[config.mk]
export PLATFORM = sky130hd
export DESIGN_NAME = vectored_interrupt_resolver
export DESIGN_NICKNAME = d
export VERILOG_FILES = /design/src/design/irq_resolver_pkg.sv /design/src/design/vectored_interrupt_resolver.sv /design/src/design/pin_edge_sync.sv
export SDC_FILE = /design/constraint.sdc
export NUM_CORES = 1
export LEC_CHECK = 0
export BUFFER_PORTS_ARGS = -buffer_cell sky130_fd_sc_hd__buf_2
export CORE_MARGIN = 2
export CORE_UTILIZATION = 52
export CTS_CLUSTER_SIZE = 30
export DETAILED_ROUTE_END_ITERATION = 8
export HOLD_SLACK_MARGIN = 0.03
export PLACE_DENSITY = 0.84
export SKIP_LAST_GASP = 1
export SYNTH_ARGS = -nofsm -noshare
export SYNTH_HDL_FRONTEND = slang
export SYNTH_SLANG_ARGS = --single-unit
[constraint.sdc]
create_clock -name clk -period 9.1 [get_ports clk]
set_input_delay 0.91 -clock clk [delete_from_list [all_inputs] [get_ports clk]]
set_output_delay 0.91 -clock clk [all_outputs]
set_load 0.02 [all_outputs]
[src/design/irq_resolver_pkg.sv]
package irq_resolver_pkg;

   localparam int NUM_SRC    = 22;
   localparam int NUM_LEVEL  = 8;
   localparam int NUM_PIN    = 8;
   localparam int SRC_W      = 5;
   localparam int LEVEL_W    = 3;
   localparam int PRIO_W     = 2;
   localparam int ADDR_W     = 14;

   // internal program memory bounds, vectors live at its bottom
   localparam logic [15:0] ROM_LAST_ADDR  = 16'h3FFF;
   localparam logic [15:0] RESET_ADDR     = 16'h0100;
   localparam logic [7:0]  VECTOR_FIRST   = 8'hCE;

   // global enable sits in bit 0 of the system mode register
   localparam int          MODE_GIE_BIT   = 0;
   localparam logic [7:0]  MODE_RESET     = 8'h00;
   localparam logic [7:0]  LEVEL_MASK_RST = 8'h00;

   // first source index fed by external pins
   localparam int          PIN_SRC_BASE   = 14;

   // vector byte address per source, index order equals priority order
   localparam logic [NUM_SRC-1:0][7:0] SRC_VECTOR = {
      8'hFE, 8'hFC, 8'hFA, 8'hF8,
      8'hF6, 8'hF4, 8'hF2, 8'hF0,
      8'hEE, 8'hEC, 8'hEA, 8'hE8,
      8'hE6, 8'hE4,
      8'hDE, 8'hDC, 8'hDA, 8'hD8,
      8'hD4, 8'hD2, 8'hD0, VECTOR_FIRST
   };

   localparam logic [NUM_SRC-1:0][LEVEL_W-1:0] SRC_LEVEL = {
      3'h7, 3'h7, 3'h7, 3'h7,
      3'h6, 3'h6, 3'h6, 3'h6,
      3'h5, 3'h5, 3'h5, 3'h5,
      3'h4, 3'h4,
      3'h3, 3'h3, 3'h3, 3'h3,
      3'h2, 3'h1, 3'h0, 3'h0
   };

   // priority in level, 0 highest
   localparam logic [NUM_SRC-1:0][PRIO_W-1:0] SRC_PRIO = {
      2'h3, 2'h2, 2'h1, 2'h0,
      2'h3, 2'h2, 2'h1, 2'h0,
      2'h3, 2'h2, 2'h1, 2'h0,
      2'h1, 2'h0,
      2'h3, 2'h2, 2'h1, 2'h0,
      2'h0, 2'h0, 2'h1, 2'h0
   };

   // timer sources are cleared by hardware when serviced
   localparam logic [NUM_SRC-1:0] SRC_HW_CLEAR = 22'h0000FF;

   typedef enum logic [4:0] {
      ST_IDLE    = 5'h01,
      ST_PRESENT = 5'h02,
      ST_FETCH_H = 5'h04,
      ST_FETCH_L = 5'h08,
      ST_DONE    = 5'h10
   } grant_state_t;

   typedef struct packed {
      logic               valid;
      logic [7:0]         vector;
      logic [LEVEL_W-1:0] level;
      logic [PRIO_W-1:0]  prio;
   } irq_request_t;

   typedef struct packed {
      logic              rd;
      logic [ADDR_W-1:0] addr;
   } rom_fetch_t;

endpackage

[src/design/vectored_interrupt_resolver.sv]
// Overview of operation
// RL1: within one level the pending source with lowest vector wins, fixed
// RL2: intra-level priority index zero is highest, larger is lower
// RL3: external pins set pending on rising or falling edge per setting
// RL4: reset start address 0100h unless option selects alternate address
// RL5: vectors fetched from bottom of 16KB program memory, 0h-3FFFh
// RL6: enable instruction sets system mode bit 0, disable clears it
// RL7: with global enable, unmasked pending requests serviced by priority
// RL8: disable instruction blocks further interrupts until enable again
// RL9: startup software must execute global enable; interrupts start off
// RL10: level five carries two serial ports' transmit/receive, E8h to EEh
// RL11: level six carries pins at F0h, F2h, F4h, F6h, software clear
// RL12: level seven carries pins at F8h, FAh, FCh, FEh, software clear
// RL13: levels zero to four carry timers, serial interface, watch timer
// RL14: active levels ordered by level priority register first
// RL15: grant disables interrupts, pushes state, fetches two vector bytes
// RL16: pending flag cleared by hardware on service or left to software
// RL17: level mask enables or blocks each of eight levels
// RL18: source with peripheral enable clear is never presented
module vectored_interrupt_resolver
#(
   parameter int NSRC = irq_resolver_pkg::NUM_SRC,
   parameter int NLVL = irq_resolver_pkg::NUM_LEVEL
) (
   input  wire logic                               clk,
   input  wire logic                               rst_n,
   input  wire logic [13:0]                        periph_event,
   input  wire logic [NSRC-1:0]                    src_enable,
   input  wire logic [NSRC-1:0]                    sw_pend_clear,
   input  wire logic [irq_resolver_pkg::NUM_PIN-1:0] ext_pin,
   input  wire logic [irq_resolver_pkg::NUM_PIN-1:0] ext_rising_sel,
   input  wire logic [NLVL-1:0]                    level_mask_reg,
   input  wire logic [NLVL*3-1:0]                  level_priority_reg,
   input  wire logic                               global_irq_enable_instr,
   input  wire logic                               global_irq_disable_instr,
   input  wire logic                               reset_addr_opt,
   input  wire logic [15:0]                        reset_addr_alt,
   input  wire logic                               cpu_ack,
   input  wire logic [7:0]                         rom_rdata,
   output irq_resolver_pkg::irq_request_t          cpu_req,
   output irq_resolver_pkg::rom_fetch_t            rom_fetch,
   output logic                                    push_context,
   output logic                                    service_valid,
   output logic [15:0]                             service_addr,
   output logic [15:0]                             reset_pc,
   output logic [7:0]                              system_mode_reg,
   output logic [NLVL-1:0]                         level_pending,
   output logic [NSRC-1:0]                         src_pending
);

   // lowest set bit; lower index means higher priority
   function automatic logic [irq_resolver_pkg::SRC_W:0] first_set(
      input logic [NSRC-1:0] v);
      logic [irq_resolver_pkg::SRC_W:0] r;
      r = '0;
      for (int i = NSRC - 1; i >= 0; i--) begin
         if (v[i]) begin
            r = {1'b1, i[irq_resolver_pkg::SRC_W-1:0]};
         end
      end
      return r;
   endfunction

   function automatic logic [NSRC-1:0] level_members(
      input logic [irq_resolver_pkg::LEVEL_W-1:0] lvl);
      logic [NSRC-1:0] m;
      m = '0;
      for (int i = 0; i < NSRC; i++) begin
         m[i] = (irq_resolver_pkg::SRC_LEVEL[i] == lvl);
      end
      return m;
   endfunction

   // ---------------- external pin edges
   logic [irq_resolver_pkg::NUM_PIN-1:0] pin_rise;
   logic [irq_resolver_pkg::NUM_PIN-1:0] pin_fall;
   logic [irq_resolver_pkg::NUM_PIN-1:0] pin_event;
   pin_edge_sync #(
      .WIDTH (irq_resolver_pkg::NUM_PIN)
   ) u_pin_sync (
      .clk   (clk),
      .rst_n (rst_n),
      .pin   (ext_pin),
      .rise  (pin_rise),
      .fall  (pin_fall)
   );

   always_comb begin
      pin_event = (pin_rise & ext_rising_sel)
                | (pin_fall & ~ext_rising_sel); // RL3
   end

   // ---------------- pending flags
   logic [NSRC-1:0] pend_reg;
   logic [NSRC-1:0] pend_next;
   logic [NSRC-1:0] set_vec;
   logic [NSRC-1:0] hw_clr_vec;
   logic [NSRC-1:0] eligible;
   irq_resolver_pkg::grant_state_t   state_reg;
   irq_resolver_pkg::grant_state_t   state_next;
   logic [irq_resolver_pkg::SRC_W-1:0] win_src_reg;
   logic [irq_resolver_pkg::SRC_W-1:0] win_src_next;

   always_comb begin
      set_vec    = {pin_event, periph_event}; // RL10 RL11 RL12 RL13
      hw_clr_vec = '0;
      if (state_reg == irq_resolver_pkg::ST_PRESENT && cpu_ack) begin
         hw_clr_vec[win_src_reg] =
            irq_resolver_pkg::SRC_HW_CLEAR[win_src_reg]; // RL16
      end
      // a new event in the clearing cycle is kept
      pend_next = (pend_reg & ~(sw_pend_clear | hw_clr_vec)) | set_vec;
   end

   always_ff @(posedge clk or negedge rst_n) begin
      if (!rst_n) begin
         pend_reg <= '0;
      end else begin
         pend_reg <= pend_next;
      end
   end

   // ---------------- global enable
   logic [7:0] mode_reg;
   logic [7:0] mode_next;

   always_comb begin
      mode_next = mode_reg;
      if (global_irq_enable_instr) begin
         mode_next[irq_resolver_pkg::MODE_GIE_BIT] = 1'b1; // RL6
      end
      // disable beats enable; grant beats both
      if (global_irq_disable_instr) begin
         mode_next[irq_resolver_pkg::MODE_GIE_BIT] = 1'b0; // RL6 RL8
      end
      if (state_reg == irq_resolver_pkg::ST_PRESENT && cpu_ack) begin
         mode_next[irq_resolver_pkg::MODE_GIE_BIT] = 1'b0; // RL15
      end
   end

   always_ff @(posedge clk or negedge rst_n) begin
      if (!rst_n) begin
         mode_reg <= irq_resolver_pkg::MODE_RESET; // RL9
      end else begin
         mode_reg <= mode_next;
      end
   end

   // ---------------- arbitration
   logic [NLVL-1:0]    lvl_active;
   logic               any_level;
   logic [irq_resolver_pkg::LEVEL_W-1:0] best_lvl;
   logic [2:0]                           best_rank;
   logic [irq_resolver_pkg::SRC_W:0]     pick;

   always_comb begin
      eligible  = pend_reg & src_enable; // RL18
      any_level = 1'b0;
      best_lvl  = '0;
      best_rank = 3'h7;
      for (int l = 0; l < NLVL; l++) begin
         lvl_active[l] = |(eligible
            & level_members(l[irq_resolver_pkg::LEVEL_W-1:0]));
      end
      // lower rank value wins, ties go to lower level number
      for (int l = 0; l < NLVL; l++) begin
         if (lvl_active[l] && level_mask_reg[l]) begin // RL17
            if (!any_level ||
                level_priority_reg[l*3 +: 3] < best_rank) begin // RL14
               any_level = 1'b1;
               best_lvl  = l[irq_resolver_pkg::LEVEL_W-1:0];
               best_rank = level_priority_reg[l*3 +: 3];
            end
         end
      end
      pick = first_set(eligible & level_members(best_lvl)); // RL1 RL2
   end

   // ---------------- grant sequence
   logic [7:0]  vec_reg;
   logic [7:0]  vec_next;
   logic [7:0]  hi_reg;
   logic [7:0]  hi_next;
   logic [15:0] svc_reg;
   logic [15:0] svc_next;
   logic        req_ok;

   always_comb begin
      req_ok       = mode_reg[irq_resolver_pkg::MODE_GIE_BIT] && any_level
                     && pick[irq_resolver_pkg::SRC_W]; // RL7
      state_next   = state_reg;
      win_src_next = win_src_reg;
      vec_next     = vec_reg;
      hi_next      = hi_reg;
      svc_next     = svc_reg;
      case (state_reg)
         irq_resolver_pkg::ST_IDLE: begin
            if (req_ok) begin
               win_src_next = pick[irq_resolver_pkg::SRC_W-1:0];
               state_next   = irq_resolver_pkg::ST_PRESENT;
            end
         end
         irq_resolver_pkg::ST_PRESENT: begin
            if (cpu_ack) begin
               vec_next   = irq_resolver_pkg::SRC_VECTOR[win_src_reg];
               state_next = irq_resolver_pkg::ST_FETCH_H;
            end else if (!req_ok) begin
               // withdrawn by disable, mask or clear before acceptance
               state_next = irq_resolver_pkg::ST_IDLE; // RL8
            end else begin
               win_src_next = pick[irq_resolver_pkg::SRC_W-1:0];
            end
         end
         irq_resolver_pkg::ST_FETCH_H: begin
            state_next = irq_resolver_pkg::ST_FETCH_L;
         end
         irq_resolver_pkg::ST_FETCH_L: begin
            hi_next    = rom_rdata;
            state_next = irq_resolver_pkg::ST_DONE;
         end
         irq_resolver_pkg::ST_DONE: begin
            svc_next   = {hi_reg, rom_rdata}; // RL15
            state_next = irq_resolver_pkg::ST_IDLE;
         end
         default: begin
            state_next = irq_resolver_pkg::ST_IDLE;
         end
      endcase
   end

   always_ff @(posedge clk or negedge rst_n) begin
      if (!rst_n) begin
         state_reg   <= irq_resolver_pkg::ST_IDLE;
         win_src_reg <= '0;
         vec_reg     <= '0;
         hi_reg      <= '0;
         svc_reg     <= '0;
      end else begin
         state_reg   <= state_next;
         win_src_reg <= win_src_next;
         vec_reg     <= vec_next;
         hi_reg      <= hi_next;
         svc_reg     <= svc_next;
      end
   end

   // ---------------- output registers
   irq_resolver_pkg::irq_request_t req_reg;
   irq_resolver_pkg::irq_request_t req_next;
   irq_resolver_pkg::rom_fetch_t   fetch_reg;
   irq_resolver_pkg::rom_fetch_t   fetch_next;
   logic         push_reg;
   logic         push_next;
   logic         svc_valid_reg;
   logic         svc_valid_next;

   always_comb begin
      req_next        = '0;
      fetch_next      = '0;
      push_next       = 1'b0;
      svc_valid_next  = (state_reg == irq_resolver_pkg::ST_DONE);
      if (state_next == irq_resolver_pkg::ST_PRESENT) begin
         req_next.valid  = 1'b1;
         req_next.vector = irq_resolver_pkg::SRC_VECTOR[win_src_next];
         req_next.level  = irq_resolver_pkg::SRC_LEVEL[win_src_next];
         req_next.prio   = irq_resolver_pkg::SRC_PRIO[win_src_next]; // RL2
      end
      if (state_reg == irq_resolver_pkg::ST_PRESENT && cpu_ack) begin
         push_next       = 1'b1; // RL15
         // vector byte, then the byte after it, both inside program rom
         fetch_next.rd   = 1'b1; // RL5
         fetch_next.addr = {6'h00, irq_resolver_pkg::SRC_VECTOR[win_src_reg]}
                         & irq_resolver_pkg::ROM_LAST_ADDR[13:0];
      end
      if (state_reg == irq_resolver_pkg::ST_FETCH_H) begin
         fetch_next.rd   = 1'b1;
         fetch_next.addr = ({6'h00, vec_reg} + 14'h0001)
                         & irq_resolver_pkg::ROM_LAST_ADDR[13:0]; // RL5
      end
   end

   always_ff @(posedge clk or negedge rst_n) begin
      if (!rst_n) begin
         req_reg       <= '0;
         fetch_reg     <= '0;
         push_reg      <= 1'b0;
         svc_valid_reg <= 1'b0;
      end else begin
         req_reg       <= req_next;
         fetch_reg     <= fetch_next;
         push_reg      <= push_next;
         svc_valid_reg <= svc_valid_next;
      end
   end

   // ---------------- reset start address
   // option strap is sampled once, on the first edge after release
   logic [15:0] rst_pc_reg;
   logic [15:0] rst_pc_next;
   logic        strap_done_reg;
   logic        strap_done_next;
   always_comb begin
      rst_pc_next     = rst_pc_reg;
      strap_done_next = 1'b1;
      if (!strap_done_reg) begin
         rst_pc_next = reset_addr_opt ? reset_addr_alt
                                      : irq_resolver_pkg::RESET_ADDR; // RL4
      end
   end

   always_ff @(posedge clk or negedge rst_n) begin
      if (!rst_n) begin
         rst_pc_reg     <= irq_resolver_pkg::RESET_ADDR; // RL4
         strap_done_reg <= 1'b0;
      end else begin
         rst_pc_reg     <= rst_pc_next;
         strap_done_reg <= strap_done_next;
      end
   end

   // ---------------- level request view
   logic [NLVL-1:0] lvl_pend_reg;

   always_ff @(posedge clk or negedge rst_n) begin
      if (!rst_n) begin
         lvl_pend_reg <= '0;
      end else begin
         lvl_pend_reg <= lvl_active;
      end
   end

   assign cpu_req         = req_reg;
   assign rom_fetch       = fetch_reg;
   assign push_context    = push_reg;
   assign service_valid   = svc_valid_reg;
   assign service_addr    = svc_reg;
   assign reset_pc        = rst_pc_reg;
   assign system_mode_reg = mode_reg;
   assign level_pending   = lvl_pend_reg;
   assign src_pending     = pend_reg;

endmodule

[src/design/pin_edge_sync.sv]
module pin_edge_sync #(
   parameter int WIDTH = 8
) (
   input  wire logic             clk,
   input  wire logic             rst_n,
   input  wire logic [WIDTH-1:0] pin,
   output logic      [WIDTH-1:0] rise,
   output logic      [WIDTH-1:0] fall
);

   logic [WIDTH-1:0] s1_reg;
   logic [WIDTH-1:0] s2_reg;
   logic [WIDTH-1:0] s3_reg;
   logic [WIDTH-1:0] level_reg;
   logic [WIDTH-1:0] level_next;
   logic [WIDTH-1:0] agree;

   // a change is only accepted once stages two and three agree
   always_comb begin
      agree      = ~(s2_reg ^ s3_reg);
      level_next = (agree & s3_reg) | (~agree & level_reg);
      rise       = agree & s3_reg & ~level_reg;
      fall       = agree & ~s3_reg & level_reg;
   end

   always_ff @(posedge clk or negedge rst_n) begin
      if (!rst_n) begin
         s1_reg    <= '0;
         s2_reg    <= '0;
         s3_reg    <= '0;
         level_reg <= '0;
      end else begin
         s1_reg    <= pin;
         s2_reg    <= s1_reg;
         s3_reg    <= s2_reg;
         level_reg <= level_next;
      end
   end

endmodule

[Yosys cells after proc, flatten, opt, wreduce, memory -nomap -nowiden]
Memories as Yosys holds them, arrays and structs flattened.
Index checks and enable logic that the tools add are counted.
Word-level totals
  register bits after elaboration: 153
  bits in read-only memories: 704
  input port bits: 136
  output and inout bits: 101
  memories kept: 5
Operators by class
  add/subtract/negate cells: 1
  magnitude comparators: 10
  equal/unequal tests: 13
  mux-type cells: 87
  bitwise logic cells: 22
  reduce and logical (&&, ||, !) cells: 35
Memories
  (name not given): depth 32, bits a word 8, read ports 1, clocked after Yosys merged registers in 0, wr ports 0, RTL line vectored_interrupt_resolver.sv:272  | fetch_next.addr = {6'h00, irq_resolver_pkg::SRC_VECTOR[win_src_reg]}
  (name not given): depth 32, bits a word 8, read ports 1, clocked after Yosys merged registers in 0, wr ports 0, RTL line vectored_interrupt_resolver.sv:264  | req_next.vector = irq_resolver_pkg::SRC_VECTOR[win_src_next];
  (name not given): depth 32, bits a word 3, read ports 1, clocked after Yosys merged registers in 0, wr ports 0, RTL line vectored_interrupt_resolver.sv:265  | req_next.level = irq_resolver_pkg::SRC_LEVEL[win_src_next];
  (name not given): depth 32, bits a word 2, read ports 1, clocked after Yosys merged registers in 0, wr ports 0, RTL line vectored_interrupt_resolver.sv:266  | req_next.prio = irq_resolver_pkg::SRC_PRIO[win_src_next];
  (name not given): depth 32, bits a word 1, read ports 1, clocked after Yosys merged registers in 0, wr ports 0, RTL line vectored_interrupt_resolver.sv:109  | irq_resolver_pkg::SRC_HW_CLEAR[win_src_reg];
Operators with widths (count)
  6-bit 2-to-1 mux: 22
  22-bit bitwise AND: 4
  3-bit 2-to-1 mux: 26
  8-bit bitwise AND: 7
  22-bit OR: 2
  8-bit NOT: 5
  15-bit 2-to-1 mux: 2
  5-bit 2-to-1 mux: 5
  1-bit 2-to-1 mux: 23
  22-bit 2-to-1 mux: 1
  22-bit NOT: 1
  3-bit less-than comparator: 7
  5-bit case mux with 4 select lines: 1
  16-bit 2-to-1 mux: 1
  8-bit 2-to-1 mux: 2
  8-bit OR: 2
  4-bit OR reduction: 4
  14-bit 2-to-1 mux: 1
  3-bit == test, first input constant: 4
  1-bit logical AND: 12
  5-bit by 6-bit less-than comparator with 1-bit output, second input constant: 2
  5-bit by 2-bit == test with 1-bit output, second input constant: 2
  5-bit case mux with 2 select lines: 1
  8-bit by 1-bit adder with 9-bit output, second input constant: 1
  16 further kinds: 30

[Depth between registers and ports, before layout]
Gate-level depths: netlist of the first run.
  depth in word-level cells: 63
  depth in mapped cells: 40
  depth with buffers taken out: 38

[Hierarchy]
Synthesis of the first run repeated with hierarchy kept, for this count alone.
Second synthesis, totals
  cell total of the unflattened synthesis: 780
  area total of the unflattened synthesis: 7594.8 µm²
Modules (own cells, without submodules)
  vectored_interrupt_resolver: times used 1, cells each 692, area each 6313.6 µm², seq. area each 2705.1 µm²
  pin_edge_sync: times used 1, cells each 88, area each 1281.2 µm², seq. area each 800.8 µm²

[Worst setup path before layout of the first run]
No wires, ideal clock.
  path type: input -> register
  start point: input src_enable[0]
  end point: register req_reg, in the netlist cpu_req[7]
  library setup time: 0.082 ns
  data arrival time: 8.180 ns
  data required time: 9.018 ns
  slack: 0.838 ns
  stages on the path: 35
  path buffers: 1
  cell sequence: a22oi_2 -> inv_2 -> a211o_2 -> o21bai_1 -> maj3_2 -> or3_1 -> or4_1 -> o2111a_2 -> o221a_4 -> nor3_2 -> nand2_1 -> a211oi_1 -> a21oi_1 -> ha_1 -> and3_1 -> o21ai_0 -> and4_1 -> nor2_1 -> nor2_1 -> a21o_1 -> ha_1 -> o21ai_0 -> o31ai_1 -> nand2_1 -> nor4b_2 -> or3_1 -> buf_6 -> a31oi_1 -> o31ai_4 -> inv_1 -> ha_1 -> o21ai_0 -> a21o_1 -> mux2_1 -> a31oi_1
RTL lines
  start: declaration: RTL line vectored_interrupt_resolver.sv:28  | input wire logic [NSRC-1:0] src_enable,
  end signal: assignment: RTL line vectored_interrupt_resolver.sv:289  | req_reg <= req_next;
  end: declaration: RTL line vectored_interrupt_resolver.sv:248  | irq_resolver_pkg::irq_request_t req_reg;

==> results of run 1 <==
## worst max-delay path, delay by kind of cell
family	cells	cell delay, ns
AOI/OAI and AO/OA	16	3.26
adders and majority gates	3	0.89
muxes	1	0.27
buffers and inverters	2	0.24
and+or+nand+nor	14	3.34
## stage by stage
stage	instance area, um^2	hold slack [ns]	worst slack [ns]	cells	total power [W]
floorplan	7690	0.331	0.838	821	0.00126
global placement	8860	0.333	0.272	1201	0.00145
detailed placement	8860	0.335	0.0144	1201	0.00146
CTS	9410	0.348	0.364	1230	0.00211
global route	9440	0.351	0.0120	1230	0.00223
finish	9440	0.348	0.526	1230	0.00210
## path summary, 6_finish.rpt
kind / from / end / slack (ns) / depth (start not counted)
worst min register to register: u_pin_sync.s1_reg[7]$_DFF_PN0_ / u_pin_sync.s2_reg[7]$_DFF_PN0_ / 0.35 / 0
max in group asynchronous: rst_n / cpu_req[10]$_DFF_PN0_ / 7.35 / 2
worst max-delay path: level_priority_reg[0] / cpu_req[7]$_DFF_PN0_ / 0.53 / 36
worst max register to register: src_pending[0]$_DFF_PN0_ / cpu_req[7]$_DFF_PN0_ / 0.62 / 36
worst min-delay path: u_pin_sync.s1_reg[7]$_DFF_PN0_ / u_pin_sync.s2_reg[7]$_DFF_PN0_ / 0.35 / 0
min in group asynchronous: rst_n / rom_fetch[14]$_DFF_PN0_ / 0.56 / 1
## layout make-up
class                      instances  share of cell area, %
inverter                          65                   2.61
clock buffer                      19                   4.80
sequential                       140                   37.1
clock inverter                    10                  0.980
tap                              184                   2.44
timing repair buffer             227                   12.2
multi-input combinational        585                   39.8
## cells in the mapped netlist (4+ instances only)
library cell	n	area share [%]
o21ai_0	43	2.8
and3_1	5	0.41
nand4_1	6	0.49
a211oi_1	11	1.1
nand2_1	183	9.0
a32oi_1	4	0.46
a21oi_1	27	1.8
a31o_2	9	1.0
a21o_1	19	1.9
nor3_1	8	0.52
nor2_1	42	2.1
ha_1	38	6.2
o31ai_1	4	0.39
nor3b_1	4	0.39
a22oi_1	7	0.69
clkbuf_1	9	0.44
o211ai_1	5	0.49
nand3_1	13	0.85
nand3b_1	10	0.98
nand2b_1	6	0.49
inv_1	60	2.9
dfrtp_1	138	45
mux2i_1	5	0.65
a211o_1	6	0.69
and2_1	4	0.33
buf_4	18	1.8
a31oi_1	8	0.65
o221ai_1	7	0.80
o21a_1	8	0.79
## cell families after synthesis
logic type      share of synthesized area (%)
compound gates                           21.3
xor+xnor                                0.229
buf+inv                                  6.06
other cells                            0.0983
flops                                    45.9
mux                                      1.10
simple gates                             19.0
fa+ha+maj                                6.37
## cells in the final DEF, fill, tap and decap left out, types with 6 or more instances in the layout
cell / synthesis / layout
dfrtp_1: 138 / 138
a211o_1: 6 / 6
a31oi_1: 8 / 7
o21a_1: 8 / 8
a31o_2: 9 / 9
inv_1: 60 / 60
clkbuf_16: 0 / 17
o21ai_0: 43 / 43
nand2_1: 183 / 183
nand4_1: 6 / 6
o221ai_1: 7 / 7
a211oi_1: 11 / 10
nor3_1: 8 / 8
nand3b_1: 10 / 10
a21oi_1: 27 / 26
a22oi_1: 7 / 7
nor2_1: 42 / 42
buf_2: 0 / 221
a21o_1: 19 / 19
ha_1: 38 / 38
conb_1: 2 / 15
nand3_1: 13 / 13
nand2b_1: 6 / 6
## metal layers
| layer | GRT usage, % | up-vias |
|---|---|---|
| met3 | 4.84 | 34 |
| met5 | 0 | - |
| met2 | 40.0 | 242 |
| met4 | 8.89 | 0 |
| li1 | - | 3243 |
| met1 | 32.0 | 3133 |
## where the power goes
part | internal (W) | leakage (nW) | switching [W]
sequential | 0.000716 | 1.69 | 0.0000691
clock | 0.000385 | 0.259 | 0.000254
combinational | 0.000263 | 2.90 | 0.000415
total | 0.00136 | 4.85 | 0.000738
==> impl_metrics.csv, run 1 <==
group,metric,value,unit
detailed_routing,highest_layer,"met4",
power_and_ir_drop,vdd_drop_max,0.155,mV
clocking,cts_buffers,17,
setup_path,cpMaxStageDelayCell,"or4_1",
cells_and_area,multi_input_area,3760,um^2
timing,maxSlewHeadroom,46.6,%
floorplan,die_area,15700,um^2
place,port_buffers,222,
timing,worst_pin_slew,0.801,ns
worst_hold_path,hp-class,"flip-flop to flip-flop",
setup_path,critPathRequiredTime,9.42,ns
detailed_routing,viasPerCell,5.41,
synth,async_flop_share,100,%
run,maxCapViolCount,0,
synth,avgSynthCellArea,9.46,um^2
detailed_routing,ant_nets,0,
clocking,cts-resized-gates,0,
synth,synth.distinct_cells,94,
global_routing,grt_pass1_wl,31100,um
timing,fmax,117,MHz
power_and_ir_drop,p_leak,4.85,nW
setup_path,cp_max_fo,10,
setup_path,critPathLaunchType,"input pin",
cells_and_area,regArea,3510,um^2
clocking,cts_hold_buffers,0,
global_routing,grt-ovfl-total,0,
timing,tns,0,ns
clocking,cts_htree_levels,4,
detailed_routing,wl_met2,9210,um
cells_and_area,num_antenna_cells,0,
cells_and_area,largest_reg_flops,22,
floorplan,die_x,125,um
clocking,clock_latency,0.41,ns
clocking,cts_setup_buffers,0,
cells_and_area,layout-drive-gt1-share,31.0,%
timing,rsz0062_at_grt,"no",
outcome,status,"finished, final reports clean",
timing,fin_crit,8.57,ns
clocking,cts_root_buf,"clkbuf_16",
synth,yosys_warnings,0,
setup_path,crit_type,"input pin to flip-flop",
floorplan,initial_core_util,53.0,%
synth,synth-edff-count,0,
timing,finalHoldViolations,0,
setup_path,cp.arrival,8.90,ns
floorplan,placementRows,44,
setup_path,cpMostUsedCell,"nor2_1",
synth,yosys_register_bits,140,
global_routing,grt_pass1_vias,6454,
detailed_routing,drt-total-wl,18900,um
clocking,cts.sinks,140,
global_routing,grt_start_max_net_pins,90,
synth,syn-cell-area,7640,um^2
global_routing,grtUsageTotal,24.3,%
synth,synth-main-ff-cell,"dfrtp_1",
detailed_routing,vias,6652,
timing,setup-violations-final,0,
timing,fin_crit_sh,94.2,%
timing,slew_violations,0,
global_routing,antenna_found_initial,0,
detailed_routing,wl_met1,8080,um
power_and_ir_drop,power_density,223,nW/um^2
detailed_routing,drc,0,
detailed_routing,drt_pass1_iterations,7,
setup_path,cpPeakStageDelay,0.54,ns
detailed_routing,wl_per_cell,15.4,um
cells_and_area,layout.nets,1210,
setup_path,endpoint_kind,"flip-flop",
synth,syn_inst,808,
place,hpwl,14400,um
cells_and_area,final_core_utilization,65.5,%
cells_and_area,syn_to_final_growth,23.6,%
detailed_routing,wl_met3,1170,um
clocking,cts_tree,"done",
floorplan,io_pins,237,
detailed_routing,first_iter_violations,437,
synth,ys_seq_area_share,45.9,%
timing,clock_skew,0.00845,ns
clocking,clk_pin_slew,0.06,ns
floorplan,die_h,125,um
place,gp_congestion,0.914,
cells_and_area,num-fill-cells,1183,
clocking,clockBufferDepth,2,
floorplan,fp.coreArea,14400,um^2
No activity file was read; power rests on OpenSTA's default activity.
==> run 2, diff against run 1 <==
- CELL_PAD_IN_SITES_DETAIL_PLACEMENT: unset -> 1
- CELL_PAD_IN_SITES_GLOBAL_PLACEMENT: unset -> 1
- CORE_UTILIZATION: 52 -> 39
==> run 2 against run 1 <==
Compared with the run above:
- register-to-register slack lost 0.06 ns
- cell count is 7.0% higher
- clock power is 6.7% higher
- critical path depth increased by 3
- via count increased by 2.8%
- setup slack worse by 0.060 ns
- hold slack better by 0.0010 ns
- routed wire length grew 21%
- cell area increased by 1.6%
- fmax down 0.70%
- non-clock buffer count increased by 2
- critical endpoint unchanged
- highest routed layer unchanged
==> impl_metrics.csv, run 2 (synthesis results as in run 1) <==
group,metric,value,unit
detailed_routing,drc,0,
clocking,cts_htree_levels,4,
power_and_ir_drop,p_leak,4.88,nW
global_routing,grtUsageTotal,22.2,%
setup_path,rr_worst_depth,38,
power_and_ir_drop,pwr-share-seq,36.2,%
power_and_ir_drop,power_switching,0.000803,W
setup_path,endpoint_kind,"flip-flop",
setup_path,timing.rr.start,"src_pending[0]$_DFF_PN0_",
setup_path,crit_type,"input pin to flip-flop",
worst_hold_path,min_from,"u_pin_sync.s1_reg[7]$_DFF_PN0_",
detailed_routing,vias,6835,
cells_and_area,layout_common_cells,"buf_2, nand2_1, dfrtp_1",
power_and_ir_drop,power_density,227,nW/um^2
global_routing,grt_busiest_layer,"met2",
power_and_ir_drop,swShare,36.9,%
timing,fin_crit_sh,94.9,%
timing,fin_crit,8.63,ns
detailed_routing,viasPerCell,5.19,
cells_and_area,syn_to_final_growth,25.6,%
floorplan,initial_core_util,39.5,%
global_routing,grt-ovfl-total,0,
global_routing,grt_use_met1,26.9,%
timing,finalHoldViolations,0,
place,placed_cells,1284,
timing,maxSlewHeadroom,37.4,%
timing,fmax,116,MHz
setup_path,cp.arrival,8.96,ns
detailed_routing,ant_nets,0,
power_and_ir_drop,combPwrFrac,32.5,%
setup_path,critPathLaunchType,"input pin",
power_and_ir_drop,power_frac_clock,31.3,%
cells_and_area,final_core_utilization,49.6,%
clocking,cts.sinks,140,
setup_path,cpPeakStageDelay,0.56,ns
place,port_buffers,222,
floorplan,die_h,144,um
clocking,cts_buffers,17,
power_and_ir_drop,p_int,0.00137,W
detailed_routing,drt-total-wl,22900,um
setup_path,critPathRequiredTime,9.43,ns
detailed_routing,first_iter_violations,282,
floorplan,io_pins,237,
outcome,status,"finished, final reports clean",
power_and_ir_drop,vdd_drop_max,0.146,mV
place,pre_cts_slack,-0.259,ns
clocking,clk_pin_slew,0.06,ns
floorplan,fp.coreArea,19300,um^2
setup_path,rrSetupSlack,0.56,ns
worst_hold_path,hold_depth,0,
run,maxCapViolCount,0,
timing,setup-violations-final,0,
global_routing,antenna_found_initial,0,
clocking,cts_root_buf,"clkbuf_16",
global_routing,use_met2,39.5,%
timing,slew_violations,0,
timing,rsz0062_at_grt,"no",
detailed_routing,drt_pass1_iterations,4,
clocking,cts_tree,"done",
clocking,clockBufferDepth,2,
cells_and_area,largest_reg_flops,22,
floorplan,placementRows,51,
cells_and_area,layout_commonest_cell,"buf_2",
timing,worst_pin_slew,0.939,ns
timing,worst_slack,0.466,ns
place,gp_congestion,0.873,
worst_hold_path,hold_end,"u_pin_sync.s2_reg[7]$_DFF_PN0_",
setup_path,cpMostUsedCell,"nor2_1",
clocking,clock_latency,0.42,ns
global_routing,grt_pass1_wl,36000,um
cells_and_area,num-fill-cells,2319,
cells_and_area,layout.nets,1212,
global_routing,grt_pass1_vias,7061,
floorplan,die_area,20700,um^2
timing,clock_skew,0.0105,ns
cells_and_area,layout-drive-gt1-share,31.6,%
detailed_routing,wl_per_cell,17.4,um
place,hpwl,17500,um
cells_and_area,fin_cells,1316,
setup_path,cp_max_fo,9,
floorplan,die_x,144,um
worst_hold_path,hp-class,"flip-flop to flip-flop",
cells_and_area,num_antenna_cells,0,
setup_path,cpMaxStageDelayCell,"a211oi_1",
global_routing,grt_start_max_net_pins,73,
global_routing,met3_usage,4.80,%
setup_path,r2r_end,"cpu_req[7]$_DFF_PN0_",
run 2: cell count changes in the layout (fill, tap and decap cells not counted), sizes merged:
cell      change
clkinvlp      -2
buf           +2
clkinv        +1
inv           +4
run 2: timing repair:
item,in CTS,in global routing
buffers inserted,0,0
pin swaps,0,1
endpoints found under the setup margin,1,8
hold buffers,0,0
gates resized for setup,1,9
run 2: layout make-up:
type / instances / area, um^2 / share of cell area (%)
Tap cell: 265 / 332 / 3.46
Clock inverter: 13 / 131 / 1.37
Inverter: 65 / 246 / 2.57
Multi-Input combinational cell: 585 / 3770 / 39.3
Timing Repair Buffer: 229 / 1170 / 12.2
Sequential cell: 140 / 3510 / 36.5
Clock buffer: 19 / 443 / 4.62
run 2: worst max-delay path, delay by kind of cell:
kind | cells | cell delay (ns)
AO/OA/AOI/OAI | 19 | 4.44
adder cells (fa/ha/maj) | 3 | 0.71
buffers and inverters | 5 | 0.60
multiplexers | 1 | 0.27
AND/OR/NAND/NOR | 11 | 2.00
run 2: per-stage QoR:
stage          setup TNS [ns]  total power (W)  hold WS, ns  cell area, um^2
5_1_grt                     0          0.00231        0.356             9600
3_5_place_dp           -0.338          0.00149        0.336             8980
4_1_cts                     0          0.00219        0.350             9560
2_1_floorplan               0          0.00126        0.331             7690
6_report                    0          0.00218        0.349             9600
3_3_place_gp                0          0.00146        0.333             8980
run 2: how the worst max path moves through the flow:
stage / start / endpoint / slack, ns / depth (start not counted)
after floorplan: src_enable[0] / cpu_req[7]$_DFF_PN0_ / 0.84 / 35
after global placement: level_priority_reg[0] / cpu_req[7]$_DFF_PN0_ / 0.21 / 37
after detailed placement: src_enable[0] / cpu_req[7]$_DFF_PN0_ / -0.26 / 39
after CTS: level_priority_reg[2] / cpu_req[7]$_DFF_PN0_ / 0.10 / 38
after global routing: src_enable[0] / cpu_req[7]$_DFF_PN0_ / 0.01 / 39
final: src_enable[0] / cpu_req[7]$_DFF_PN0_ / 0.47 / 39
run 2: power by group through the flow:
stage	clock, W	combinational (W)	sequential (W)
3_3_place_gp	0	0.000670	0.000794
5_1_grt	0.000728	0.000786	0.000801
3_5_place_dp	0	0.000692	0.000796
4_1_cts	0.000701	0.000706	0.000788
2_1_floorplan	0	0.000425	0.000838
6_report	0.000682	0.000708	0.000788
run 2: routing by layer:
layer / vias up / part of all wire (%)
met5: - / 0
met4: 0 / 1.7
met3: 29 / 5.0
met2: 190 / 51
met1: 3368 / 42
li1: 3248 / -
